## src/core/chgseq_pkg.sv

```systemverilog
// constants, types and timing for the charger control sequencer
//
// Behaviour
// a fresh charge cycle starts only after power-on reset or battery reinsertion; code also starts one on resume and from idle
// battery 5% over target turns buck off and battery FET on
// meeting termination launches battery presence detection before charge done
// sink phase held above presence level for full interval means charge done
// drop below level starts source phase, stopped at level, then sink again
// detection alternates until charging disabled or battery found, then new cycle
// with termination disabled no presence detection is run
// source present and device enabled starts buck; charge enable starts a cycle
// battery above 3.5 V turns battery FET fully on
// path loop at zero current with rising load enters supplement, FET on
// path loop reducing current runs the safety timer at half rate
// target below battery voltage turns FET off, load rail at FET-off level
// USB selector codes decode to fixed input limits and droop thresholds
// both low selector bits high means high impedance, buck shut down
// lowest USB limit selected disables charge termination
// input with more power wins; isolated inputs; over-voltage input ignored
// battery-only short limit turns FET off for deglitch time, then retries
// discharge gate driven with no valid supply or all USB selectors high
// charging starts a 6 hour timer; expiry ends cycle with FET off
// timer fault clears only on resume, power-on reset or battery swap
// in fast charge listed limiting conditions halve the timer rate
// timer resets on new cycle, selector toggle resume or thermal shutdown
// charge selector codes: normal, half current, 4.06 V target, suspended
// termination needs recharge level, low current, no supplement, for 32 ms
// safety timer counts slow ticks, only alternate ticks when half rate
package chgseq_pkg;

  localparam int unsigned CLK_HZ = 25_000_000;

  // termination deglitch
  localparam int unsigned TERM_DEGLITCH_MS = 32;
  localparam int unsigned TERM_CYC = CLK_HZ / 1000 * TERM_DEGLITCH_MS;

  // presence check interval
  localparam int unsigned DETECT_MS = 250;
  localparam int unsigned DETECT_CYC = CLK_HZ / 1000 * DETECT_MS;

  // battery-only short deglitch
  localparam int unsigned SHORT_DEGLITCH_US = 64;
  localparam int unsigned SHORT_CYC = CLK_HZ / 1_000_000 * SHORT_DEGLITCH_US;

  // safety timer slow tick and length
  localparam int unsigned TICK_MS = 1000;
  localparam int unsigned TICK_CYC = CLK_HZ / 1000 * TICK_MS;
  localparam int unsigned SAFETY_HOURS = 6;
  localparam int unsigned SAFETY_TICKS = SAFETY_HOURS * 3600 * 1000 / TICK_MS;

  localparam int unsigned CNT_W = 25;
  localparam int unsigned TMR_W = 16;

  // usb selector codes {sel2, sel1, sel0}
  localparam logic [2:0] USB_SEL_100 = 3'h0;
  localparam logic [2:0] USB_SEL_500 = 3'h1;
  localparam logic [2:0] USB_SEL_1500 = 3'h2;
  localparam logic [2:0] USB_SEL_150 = 3'h4;
  localparam logic [2:0] USB_SEL_900 = 3'h5;
  localparam logic [2:0] USB_SEL_800 = 3'h6;
  localparam logic [2:0] USB_SEL_ALL = 3'h7;

  // usb input limits in mA
  localparam logic [11:0] LIM_100_MA = 12'h064;
  localparam logic [11:0] LIM_500_MA = 12'h1f4;
  localparam logic [11:0] LIM_1500_MA = 12'h5dc;
  localparam logic [11:0] LIM_150_MA = 12'h096;
  localparam logic [11:0] LIM_900_MA = 12'h384;
  localparam logic [11:0] LIM_800_MA = 12'h320;
  localparam logic [11:0] LIM_OFF_MA = 12'h000;

  typedef enum logic [2:0] {
    ST_IDLE = 3'h0,
    ST_CHARGE = 3'h1,
    ST_SINK = 3'h2,
    ST_SOURCE = 3'h3,
    ST_DONE = 3'h4,
    ST_FAULT = 3'h5
  } chgseq_state_t;

endpackage : chgseq_pkg

```

## src/core/chgseq_delay.sv

```systemverilog
// interval counter: done rises after LIMIT edges of continuous run
`timescale 1ns/10ps
module chgseq_delay #(
  parameter int unsigned CW = 25,
  parameter logic [CW-1:0] LIMIT = 1
) (
  input wire logic clk,
  input wire logic rst_n,
  input wire logic run,
  output logic done
);

  typedef struct packed {
    logic [CW-1:0] cnt;
    logic done;
  } chgseq_dly_t;

  chgseq_dly_t s_r;
  chgseq_dly_t s_nxt;

  // any gap in run restarts the interval from zero
  always_comb begin
    s_nxt = s_r;
    if (!run) begin
      s_nxt.cnt = '0;
      s_nxt.done = 1'b0;
    end else if (!s_r.done) begin
      if (s_r.cnt >= LIMIT - 1'b1) begin
        s_nxt.done = 1'b1;
      end else begin
        s_nxt.cnt = s_r.cnt + 1'b1;
      end
    end
  end

  always_ff @(posedge clk or negedge rst_n) begin
    if (!rst_n) begin
      s_r <= '0;
    end else begin
      s_r <= s_nxt;
    end
  end

  assign done = s_r.done;

endmodule : chgseq_delay

```

## src/core/chgseq_top.sv

```systemverilog
// charge cycle sequencer, presence detection, input selection and safety timer
`timescale 1ns/10ps
module chgseq_top #(
  parameter int unsigned TERM_CYC = chgseq_pkg::TERM_CYC,
  parameter int unsigned DETECT_CYC = chgseq_pkg::DETECT_CYC,
  parameter int unsigned SHORT_CYC = chgseq_pkg::SHORT_CYC,
  parameter int unsigned TICK_CYC = chgseq_pkg::TICK_CYC,
  parameter int unsigned SAFETY_TICKS = chgseq_pkg::SAFETY_TICKS
) (
  input wire logic CLK,
  input wire logic RESET_N,
  // supplies
  input wire logic IN_VALID,
  input wire logic IN_OVP,
  input wire logic USB_VALID,
  input wire logic USB_OVP,
  input wire logic DEVICE_EN,
  // host pins
  input wire logic CHARGE_SELECT_A_N,
  input wire logic CHARGE_SELECT_B_N,
  input wire logic USB_LIMIT_SEL0,
  input wire logic USB_LIMIT_SEL1,
  input wire logic USB_LIMIT_SEL2,
  // battery comparators
  input wire logic BAT_CONNECTED,
  input wire logic BAT_ABOVE_PRESENCE,
  input wire logic BAT_ABOVE_3V5,
  input wire logic BAT_ABOVE_RECHARGE,
  input wire logic BAT_ABOVE_TARGET,
  input wire logic BAT_OVER_LIMIT,
  input wire logic BAT_BELOW_SHORT,
  input wire logic CHG_BELOW_TERM,
  input wire logic SHORT_LIMIT_HIT,
  // regulation loop status
  input wire logic PATH_LOOP_ACTIVE,
  input wire logic SUPPLEMENT_REQ,
  input wire logic INPUT_LIMIT_ACTIVE,
  input wire logic THERMAL_REG_ACTIVE,
  input wire logic THERMAL_SHUTDOWN,
  input wire logic THERM_WARM_COLD,
  // outputs
  output logic BUCK_EN,
  output logic BAT_FET_ON,
  output logic RAIL_FET_OFF_REG,
  output logic CHARGE_ON,
  output logic HALF_CURRENT,
  output logic TARGET_REDUCED,
  output logic PRESENCE_SINK_EN,
  output logic PRESENCE_SOURCE_EN,
  output logic SELECT_IN,
  output logic SELECT_USB,
  output logic [11:0] USB_LIMIT_MA,
  output logic USB_DROOP_HIGH,
  output logic TERM_ENABLED,
  output logic DISCHARGE_GATE_DRIVE,
  output logic CHARGE_DONE,
  output logic TIMER_FAULT
);

  localparam int unsigned CW = chgseq_pkg::CNT_W;
  localparam int unsigned TW = chgseq_pkg::TMR_W;

  typedef struct packed {
    chgseq_pkg::chgseq_state_t state;
    logic [CW-1:0] tick_cnt;
    logic tick_phase;
    logic [TW-1:0] safety_cnt;
    logic det_restart;
    logic short_off;
    logic chg_allowed_d;
    logic hiz_d;
    logic bat_conn_d;
    logic timer_fault;
    logic buck_en;
    logic bat_fet_on;
    logic rail_fet_off;
    logic charge_on;
    logic half_cur;
    logic target_low;
    logic sink_en;
    logic source_en;
    logic sel_in;
    logic sel_usb;
    logic [11:0] usb_ma;
    logic droop_high;
    logic term_en;
    logic gate_drive;
    logic chg_done;
  } chgseq_st_t;

  chgseq_st_t s_r;
  chgseq_st_t s_nxt;

  logic [2:0] usb_sel;
  logic in_ok;
  logic usb_ok;
  logic src_ok;
  logic hiz;
  logic chg_allowed;
  logic buck_ok;
  logic term_ok;
  logic half_rate;
  logic in_det;
  logic term_run;
  logic det_run;
  logic term_done;
  logic det_done;
  logic short_done;
  logic new_cycle;
  logic resume;
  logic tick;
  logic expired;

  // input decode
  assign usb_sel = {USB_LIMIT_SEL2, USB_LIMIT_SEL1, USB_LIMIT_SEL0};
  // an over-voltage input is simply not a candidate
  assign in_ok = IN_VALID & ~IN_OVP;
  assign usb_ok = USB_VALID & ~USB_OVP;
  assign src_ok = in_ok | usb_ok;
  assign hiz = USB_LIMIT_SEL0 & USB_LIMIT_SEL1;
  // both selectors high suspends charging, buck keeps running
  assign chg_allowed = ~(CHARGE_SELECT_A_N & CHARGE_SELECT_B_N);
  assign buck_ok = src_ok & DEVICE_EN & ~hiz & ~BAT_OVER_LIMIT & ~THERMAL_SHUTDOWN;
  assign term_ok = usb_sel != chgseq_pkg::USB_SEL_100;

  // any limiting condition slows the safety timer
  assign half_rate = PATH_LOOP_ACTIVE | INPUT_LIMIT_ACTIVE | THERMAL_REG_ACTIVE
    | (CHARGE_SELECT_A_N ^ CHARGE_SELECT_B_N) | BAT_BELOW_SHORT | THERM_WARM_COLD;

  // cycle start events
  assign new_cycle = BAT_CONNECTED & ~s_r.bat_conn_d;
  assign resume = (chg_allowed & ~s_r.chg_allowed_d) | (~hiz & s_r.hiz_d);

  // termination window, broken by supplement events
  assign term_run = (s_r.state == chgseq_pkg::ST_CHARGE) & BAT_ABOVE_RECHARGE
    & CHG_BELOW_TERM & ~SUPPLEMENT_REQ & term_ok;

  // presence phase interval restarts on each phase change
  assign in_det = (s_r.state == chgseq_pkg::ST_SINK) | (s_r.state == chgseq_pkg::ST_SOURCE);
  assign det_run = in_det & ~s_r.det_restart;

  assign tick = s_r.tick_cnt == CW'(TICK_CYC - 1);
  assign expired = s_r.safety_cnt >= TW'(SAFETY_TICKS);

  chgseq_delay #(
    .CW(CW),
    .LIMIT(CW'(TERM_CYC))
  ) u_term_dly (
    .clk(CLK),
    .rst_n(RESET_N),
    .run(term_run),
    .done(term_done)
  );

  chgseq_delay #(
    .CW(CW),
    .LIMIT(CW'(DETECT_CYC))
  ) u_det_dly (
    .clk(CLK),
    .rst_n(RESET_N),
    .run(det_run),
    .done(det_done)
  );

  chgseq_delay #(
    .CW(CW),
    .LIMIT(CW'(SHORT_CYC))
  ) u_short_dly (
    .clk(CLK),
    .rst_n(RESET_N),
    .run(s_r.short_off),
    .done(short_done)
  );

  // next state of everything
  always_comb begin
    s_nxt = s_r;
    s_nxt.chg_allowed_d = chg_allowed;
    s_nxt.hiz_d = hiz;
    s_nxt.bat_conn_d = BAT_CONNECTED;
    s_nxt.det_restart = 1'b0;

    // slow tick runs freely, only counted while charging or in the presence sink and source phases
    if (tick) begin
      s_nxt.tick_cnt = '0;
    end else begin
      s_nxt.tick_cnt = s_r.tick_cnt + 1'b1;
    end
    if (tick && (s_r.state == chgseq_pkg::ST_CHARGE || in_det) && !expired) begin
      if (half_rate) begin
        s_nxt.tick_phase = ~s_r.tick_phase;
        if (s_r.tick_phase) begin
          s_nxt.safety_cnt = s_r.safety_cnt + 1'b1;
        end
      end else begin
        s_nxt.safety_cnt = s_r.safety_cnt + 1'b1;
      end
    end

    // sequencer; thermal shutdown and cycle events take priority
    if (THERMAL_SHUTDOWN) begin
      s_nxt.state = chgseq_pkg::ST_IDLE;
      s_nxt.safety_cnt = '0;
      s_nxt.tick_phase = 1'b0;
    end else if (new_cycle || resume) begin
      // battery found or host resume: fault clears, fresh timer
      s_nxt.timer_fault = 1'b0;
      s_nxt.safety_cnt = '0;
      s_nxt.tick_phase = 1'b0;
      if (buck_ok && chg_allowed) begin
        s_nxt.state = chgseq_pkg::ST_CHARGE;
      end else begin
        s_nxt.state = chgseq_pkg::ST_IDLE;
      end
    end else begin
      case (s_r.state)
        chgseq_pkg::ST_IDLE: begin
          if (buck_ok && chg_allowed) begin
            s_nxt.state = chgseq_pkg::ST_CHARGE;
            s_nxt.safety_cnt = '0;
            s_nxt.tick_phase = 1'b0;
          end
        end
        chgseq_pkg::ST_CHARGE: begin
          if (!buck_ok || !chg_allowed) begin
            s_nxt.state = chgseq_pkg::ST_IDLE;
          end else if (expired) begin
            s_nxt.state = chgseq_pkg::ST_FAULT;
            s_nxt.timer_fault = 1'b1;
          end else if (term_done) begin
            // term_done cannot rise with termination disabled
            s_nxt.state = chgseq_pkg::ST_SINK;
            s_nxt.det_restart = 1'b1;
          end
        end
        chgseq_pkg::ST_SINK: begin
          if (!buck_ok || !chg_allowed) begin
            s_nxt.state = chgseq_pkg::ST_IDLE;
          end else if (!BAT_ABOVE_PRESENCE) begin
            s_nxt.state = chgseq_pkg::ST_SOURCE;
            s_nxt.det_restart = 1'b1;
          end else if (det_done) begin
            s_nxt.state = chgseq_pkg::ST_DONE;
          end
        end
        chgseq_pkg::ST_SOURCE: begin
          if (!buck_ok || !chg_allowed) begin
            s_nxt.state = chgseq_pkg::ST_IDLE;
          end else if (det_done) begin
            s_nxt.state = chgseq_pkg::ST_SINK;
            s_nxt.det_restart = 1'b1;
          end
        end
        chgseq_pkg::ST_DONE: begin
          // recharge once the battery sags below the recharge level
          if (!BAT_ABOVE_RECHARGE && buck_ok && chg_allowed) begin
            s_nxt.state = chgseq_pkg::ST_CHARGE;
            s_nxt.safety_cnt = '0;
            s_nxt.tick_phase = 1'b0;
          end
        end
        chgseq_pkg::ST_FAULT: begin
          // held until resume, reset, battery swap or thermal shutdown
          s_nxt.state = chgseq_pkg::ST_FAULT;
        end
        default: begin
          s_nxt.state = chgseq_pkg::ST_IDLE;
        end
      endcase
    end

    // battery-only short retry: off for deglitch, then try again
    if (s_r.short_off) begin
      if (short_done) begin
        s_nxt.short_off = 1'b0;
      end
    end else if (!buck_ok && SHORT_LIMIT_HIT) begin
      s_nxt.short_off = 1'b1;
    end

    // battery FET, over-voltage discharge wins over everything
    if (BAT_OVER_LIMIT) begin
      s_nxt.bat_fet_on = 1'b1;
    end else if (s_nxt.state == chgseq_pkg::ST_FAULT) begin
      s_nxt.bat_fet_on = 1'b0;
    end else if (s_nxt.short_off) begin
      s_nxt.bat_fet_on = 1'b0;
    end else if (BAT_ABOVE_TARGET && buck_ok) begin
      s_nxt.bat_fet_on = 1'b0;
    end else begin
      s_nxt.bat_fet_on = BAT_ABOVE_3V5 | SUPPLEMENT_REQ | ~buck_ok;
    end
    s_nxt.rail_fet_off = BAT_ABOVE_TARGET & buck_ok & ~BAT_OVER_LIMIT;

    // power stage and charge controls
    s_nxt.buck_en = buck_ok;
    s_nxt.sel_in = buck_ok & in_ok;
    s_nxt.sel_usb = buck_ok & ~in_ok & usb_ok;
    s_nxt.charge_on = s_nxt.state == chgseq_pkg::ST_CHARGE;
    s_nxt.half_cur = ~CHARGE_SELECT_A_N & CHARGE_SELECT_B_N;
    s_nxt.target_low = CHARGE_SELECT_A_N & ~CHARGE_SELECT_B_N;
    s_nxt.sink_en = s_nxt.state == chgseq_pkg::ST_SINK;
    // source stops as soon as the level is reached
    s_nxt.source_en = (s_nxt.state == chgseq_pkg::ST_SOURCE) & ~BAT_ABOVE_PRESENCE;
    s_nxt.chg_done = s_nxt.state == chgseq_pkg::ST_DONE;
    s_nxt.term_en = term_ok;
    s_nxt.gate_drive = ~src_ok | (usb_sel == chgseq_pkg::USB_SEL_ALL);

    // usb limit table
    case (usb_sel)
      chgseq_pkg::USB_SEL_100: begin
        s_nxt.usb_ma = chgseq_pkg::LIM_100_MA;
        s_nxt.droop_high = 1'b0;
      end
      chgseq_pkg::USB_SEL_500: begin
        s_nxt.usb_ma = chgseq_pkg::LIM_500_MA;
        s_nxt.droop_high = 1'b1;
      end
      chgseq_pkg::USB_SEL_1500: begin
        s_nxt.usb_ma = chgseq_pkg::LIM_1500_MA;
        s_nxt.droop_high = 1'b1;
      end
      chgseq_pkg::USB_SEL_150: begin
        s_nxt.usb_ma = chgseq_pkg::LIM_150_MA;
        s_nxt.droop_high = 1'b0;
      end
      chgseq_pkg::USB_SEL_900: begin
        s_nxt.usb_ma = chgseq_pkg::LIM_900_MA;
        s_nxt.droop_high = 1'b1;
      end
      chgseq_pkg::USB_SEL_800: begin
        s_nxt.usb_ma = chgseq_pkg::LIM_800_MA;
        s_nxt.droop_high = 1'b1;
      end
      default: begin
        // high impedance codes: no usb draw at all
        s_nxt.usb_ma = chgseq_pkg::LIM_OFF_MA;
        s_nxt.droop_high = 1'b0;
      end
    endcase
  end

  // single state register; edge history cleared, so a battery
  // present at reset is seen as an insertion and starts a cycle
  always_ff @(posedge CLK or negedge RESET_N) begin
    if (!RESET_N) begin
      s_r <= '0;
    end else begin
      s_r <= s_nxt;
    end
  end

  assign BUCK_EN = s_r.buck_en;
  assign BAT_FET_ON = s_r.bat_fet_on;
  assign RAIL_FET_OFF_REG = s_r.rail_fet_off;
  assign CHARGE_ON = s_r.charge_on;
  assign HALF_CURRENT = s_r.half_cur;
  assign TARGET_REDUCED = s_r.target_low;
  assign PRESENCE_SINK_EN = s_r.sink_en;
  assign PRESENCE_SOURCE_EN = s_r.source_en;
  assign SELECT_IN = s_r.sel_in;
  assign SELECT_USB = s_r.sel_usb;
  assign USB_LIMIT_MA = s_r.usb_ma;
  assign USB_DROOP_HIGH = s_r.droop_high;
  assign TERM_ENABLED = s_r.term_en;
  assign DISCHARGE_GATE_DRIVE = s_r.gate_drive;
  assign CHARGE_DONE = s_r.chg_done;
  assign TIMER_FAULT = s_r.timer_fault;

endmodule : chgseq_top

```

## config.mk

```make
export PLATFORM = sky130hd
export DESIGN_NAME = chgseq_top
export DESIGN_NICKNAME = d
export VERILOG_FILES = /design/src/core/chgseq_pkg.sv /design/src/core/chgseq_delay.sv /design/src/core/chgseq_top.sv
export SDC_FILE = /design/constraint.sdc
export NUM_CORES = 1
export LEC_CHECK = 0
export BUFFER_PORTS_ARGS = -buffer_cell sky130_fd_sc_hd__buf_4
export CORE_ASPECT_RATIO = 0.5
export CORE_UTILIZATION = 40
export CTS_CLUSTER_SIZE = 40
export DETAILED_ROUTE_END_ITERATION = 12
export PLACE_DENSITY = 0.62
export SYNTH_ARGS = -nofsm -noshare
export SYNTH_HDL_FRONTEND = slang
export SYNTH_SLANG_ARGS = --single-unit
```

## constraint.sdc

```tcl
create_clock -name CLK -period 4 [get_ports CLK]
set_clock_uncertainty 0.1 [all_clocks]
set_input_delay 0.8 -clock CLK [delete_from_list [all_inputs] [get_ports CLK]]
set_output_delay 0.8 -clock CLK [all_outputs]
set_load 0.01 [all_outputs]
```

==> summary.md <==
| Metric | Value |
|---|---|
| Outcome | `completed` |
| 1st-iter DRT viols | `about 230` |
| TritonCTS buffer count | `17` |
| Share of cells above drive strength 1 | `roughly an eighth` |
| Clk root buf | `clkbuf_16` |
| Cell Rows | `34` |
| EDFF count, synth | `0` |
| Post-route ant nets | `0` |
| Avg Inst Size Synth | `about 9.9 um^2` |
| Final hold viol count | `0` |
| Die area | `approximately 19000 um^2` |
| Area contributors post-synth | `dfrtp_1 52%, nor2_1 4.4%, xnor2_1 3.8%` |
| Worst hold path type | `primary input to async pin` |
| Maximum clock path buffer count | `2` |
| Antenna violations before repair | `0` |
| Final net count | `809` |
| Routed WL per cell | `about 15 um` |
| Fin. max-slew vios | `0` |
| # H-tree levels | `4` |
| Yosys warnings | `0` |
| Ys async rst share | `100.0%` |
| Post-CTS sizing | `0` |
| Final wirelength | `approximately 15000 um` |
| CTS tree | `done` |
| Max-Cap Viols | `0` |
| Startpoint types | `flop` |
| Sequential fraction of the synthesis area | `52.41%` |
| Setup_tns | `0 ps` |
| Final Non-Filler Cells | `1020` |
| Area Growth Syn to Fin | `16.16%` |
| Fillers | `~1600` |
| # IOs | `54` |
| Setup ws final | `roughly 1200 ps` |
| Ant diodes | `0` |
| Post-CTS Setup Inserts | `0` |
| Vias in the first global route | `around 5200` |
| Critical path type | `flop to flop` |
| Worst-path maximum fanout | `27` |
| Lkg Pwr | `3.638 nW` |
| Core ar. | `17480 um^2` |
| Register Area | `3779 um^2` |
| Vias post-DR | `~5400` |
| Rel. slew slack | `37.86%` |
| Drt first pass iters | `4` |
| Tcrit/Tclk final | `69.80%` |
| Syn Std Cell Area | `7209 um^2` |
| Synth Register Bits | `roughly 150` |
| Most frequent cells in the layout | `151 x dfrtp_1, 85 x nor2_1, 56 x buf_4` |
| Placed Cells | `approximately 990` |
| Required time of the critical path | `about 4200 ps` |
| Final instance area | `about 8400 um^2` |
| Shortest period the worst path allows | `2792 ps` |
| Die Y | `96.93 um` |
| Main flop type after synthesis | `dfrtp_1` |
| Vias per cell | `5.289` |
| GRT Util Overall | `around 17%` |
| Port bufs | `around 50` |
| First-pass GRT wire length | `25670 um` |
| Mapped Cells | `around 730` |
| Least-Margin Pin Slew | `a little over 900 ps` |
| Post-layout util | `a little under half` |
| Fmax | `between 0.3 and 0.4 GHz` |
| Top-area cell type share of the netlist area | `between 50% and 60%` |
| Pwr/cell area | `391.7 nW/um^2` |
| Pre-CTS WS | `1037 ps` |
| RSZ-0062 raised after global routing | `no` |
| Area of the multi-input gates | `roughly 3200 um^2` |
| Initial Util | `a little over 40%` |
| Commonest non-fill, non-tap cell in the layout | `dfrtp_1` |
| Maximum vdd drop | `between 0.0003 and 0.0004 V` |
| Clock transition at the registers of the reported paths | `60 ps` |
| Placed instance area | `approximately 8000 um^2` |
| Yosys top cell by area | `dfrtp_1` |
| DR DRC count | `0` |
| Cts hold-fix bufs | `0` |
| GRT overflow | `0` |
| DP HPWL | `just over 10000 um` |
| TritonCTS Sinks | `roughly 150` |
| Worst path arrival time | `slightly above 3000 ps` |
| Pin count of the biggest net entering global routing | `between 80 and 90` |
| Skew-Pair Late Insertion Delay | `between 400 and 500 ps` |
| Setup crit end kind | `flop` |
| Setup-failing EPs final | `0` |
| RePlAce Congestion | `0.8708` |
| Synth cell types | `roughly 60` |
| DIE WIDTH | `roughly 190 um` |
## through the flow
step / power, W / hold WS [ps]
floorplan: 0.001624 / 324.5
global placement: 0.001704 / 337.0
detailed placement: 0.001705 / 350.0
CTS: 0.003325 / 358.1
global route: 0.003407 / 377.8
finish: 0.003280 / 346.3
## routing by layer
layer,track usage [%],up-vias,routed length (um)
met5,0,-,0
met2,27.10,79,7175
li1,-,2659,-
met1,24.27,2652,7345
met4,3.541,0,57
met3,4.826,5,536
## layout make-up
cell class,instances,share of cell area (%)
clock buffers,20,5.453
clock inverters,12,1.673
inverters,27,1.210
multi-input cells,518,37.65
flip-flops and latches,151,45.12
well taps,234,3.496
repair buffers,58,5.394
## logic make-up (layout without fill, tap and decap cells)
logic type | count (synthesis) | after routing | synth area share, %
multiplexers | 1 | 1 | 0.1388
XOR/XNOR | 58 | 58 | 7.046
adder cells (fa/ha/maj) | 9 | 9 | 1.562
flip-flops | 151 | 151 | 52.41
buffers and inverters | 59 | 117 | 3.905
other | 1 | 2 | 0.05202
AO/OA/AOI/OAI | 114 | 114 | 10.20
AND/OR/NAND/NOR | 334 | 334 | 24.68
## cell usage after synthesis (18+ instances only)
| cell | n |
|---|---|
| a21oi_1 | 38 |
| and2_1 | 30 |
| and3_1 | 18 |
| dfrtp_1 | 151 |
| inv_1 | 25 |
| nand2_1 | 45 |
| nand3_1 | 33 |
| nand4_1 | 19 |
| nor2_1 | 85 |
| nor3_1 | 22 |
| xnor2_1 | 31 |
| xor2_1 | 27 |
## registers in the layout, indices dropped and copies added (netlist names)
register	flops
BAT_FET_ON	1
BUCK_EN	1
CHARGE_DONE	1
CHARGE_ON	1
DISCHARGE_GATE_DRIVE	1
HALF_CURRENT	1
PRESENCE_SINK_EN	1
PRESENCE_SOURCE_EN	1
RAIL_FET_OFF_REG	1
SELECT_IN	1
SELECT_USB	1
TARGET_REDUCED	1
TERM_ENABLED	1
TIMER_FAULT	1
USB_LIMIT_MA	9
s_r	50
u_det_dly.done	1
u_det_dly.s_r	25
u_short_dly.done	1
u_short_dly.s_r	25
u_term_dly.done	1
u_term_dly.s_r	25
## final timing paths
kind,start,endpoint,slack (ps),depth (start not counted)
hold / removal,RESET_N,u_det_dly.s_r[17],350,1
setup reg to reg,s_r[37],s_r[41],1210,6
setup / recovery,s_r[37],s_r[41],1210,6
max in group asynchronous,RESET_N,u_short_dly.s_r[21],2670,2
min in group CLK,s_r[49],s_r[49],350,1
hold reg to reg,s_r[49],s_r[49],350,1
## power breakdown
| part | total (W) | leakage [nW] | internal, W | switching, W |
|---|---|---|---|---|
| logic | 0.000127 | 1.31 | 0.0000491 | 0.0000782 |
| registers | 0.00155 | 2.04 | 0.00154 | 0.00000595 |
| clock network | 0.00161 | 0.284 | 0.000960 | 0.000647 |
| total | 0.00328 | 3.64 | 0.00255 | 0.000731 |
## critical path, cell delays in order (launching register included)
cell	delay (ps)
dfrtp_1	440
a211o_1	320
o41ai_1	460
o21ba_2	320
nand4_4	300
or4_1	590
a21oi_1	160
Power figures use the tool's default switching activity.
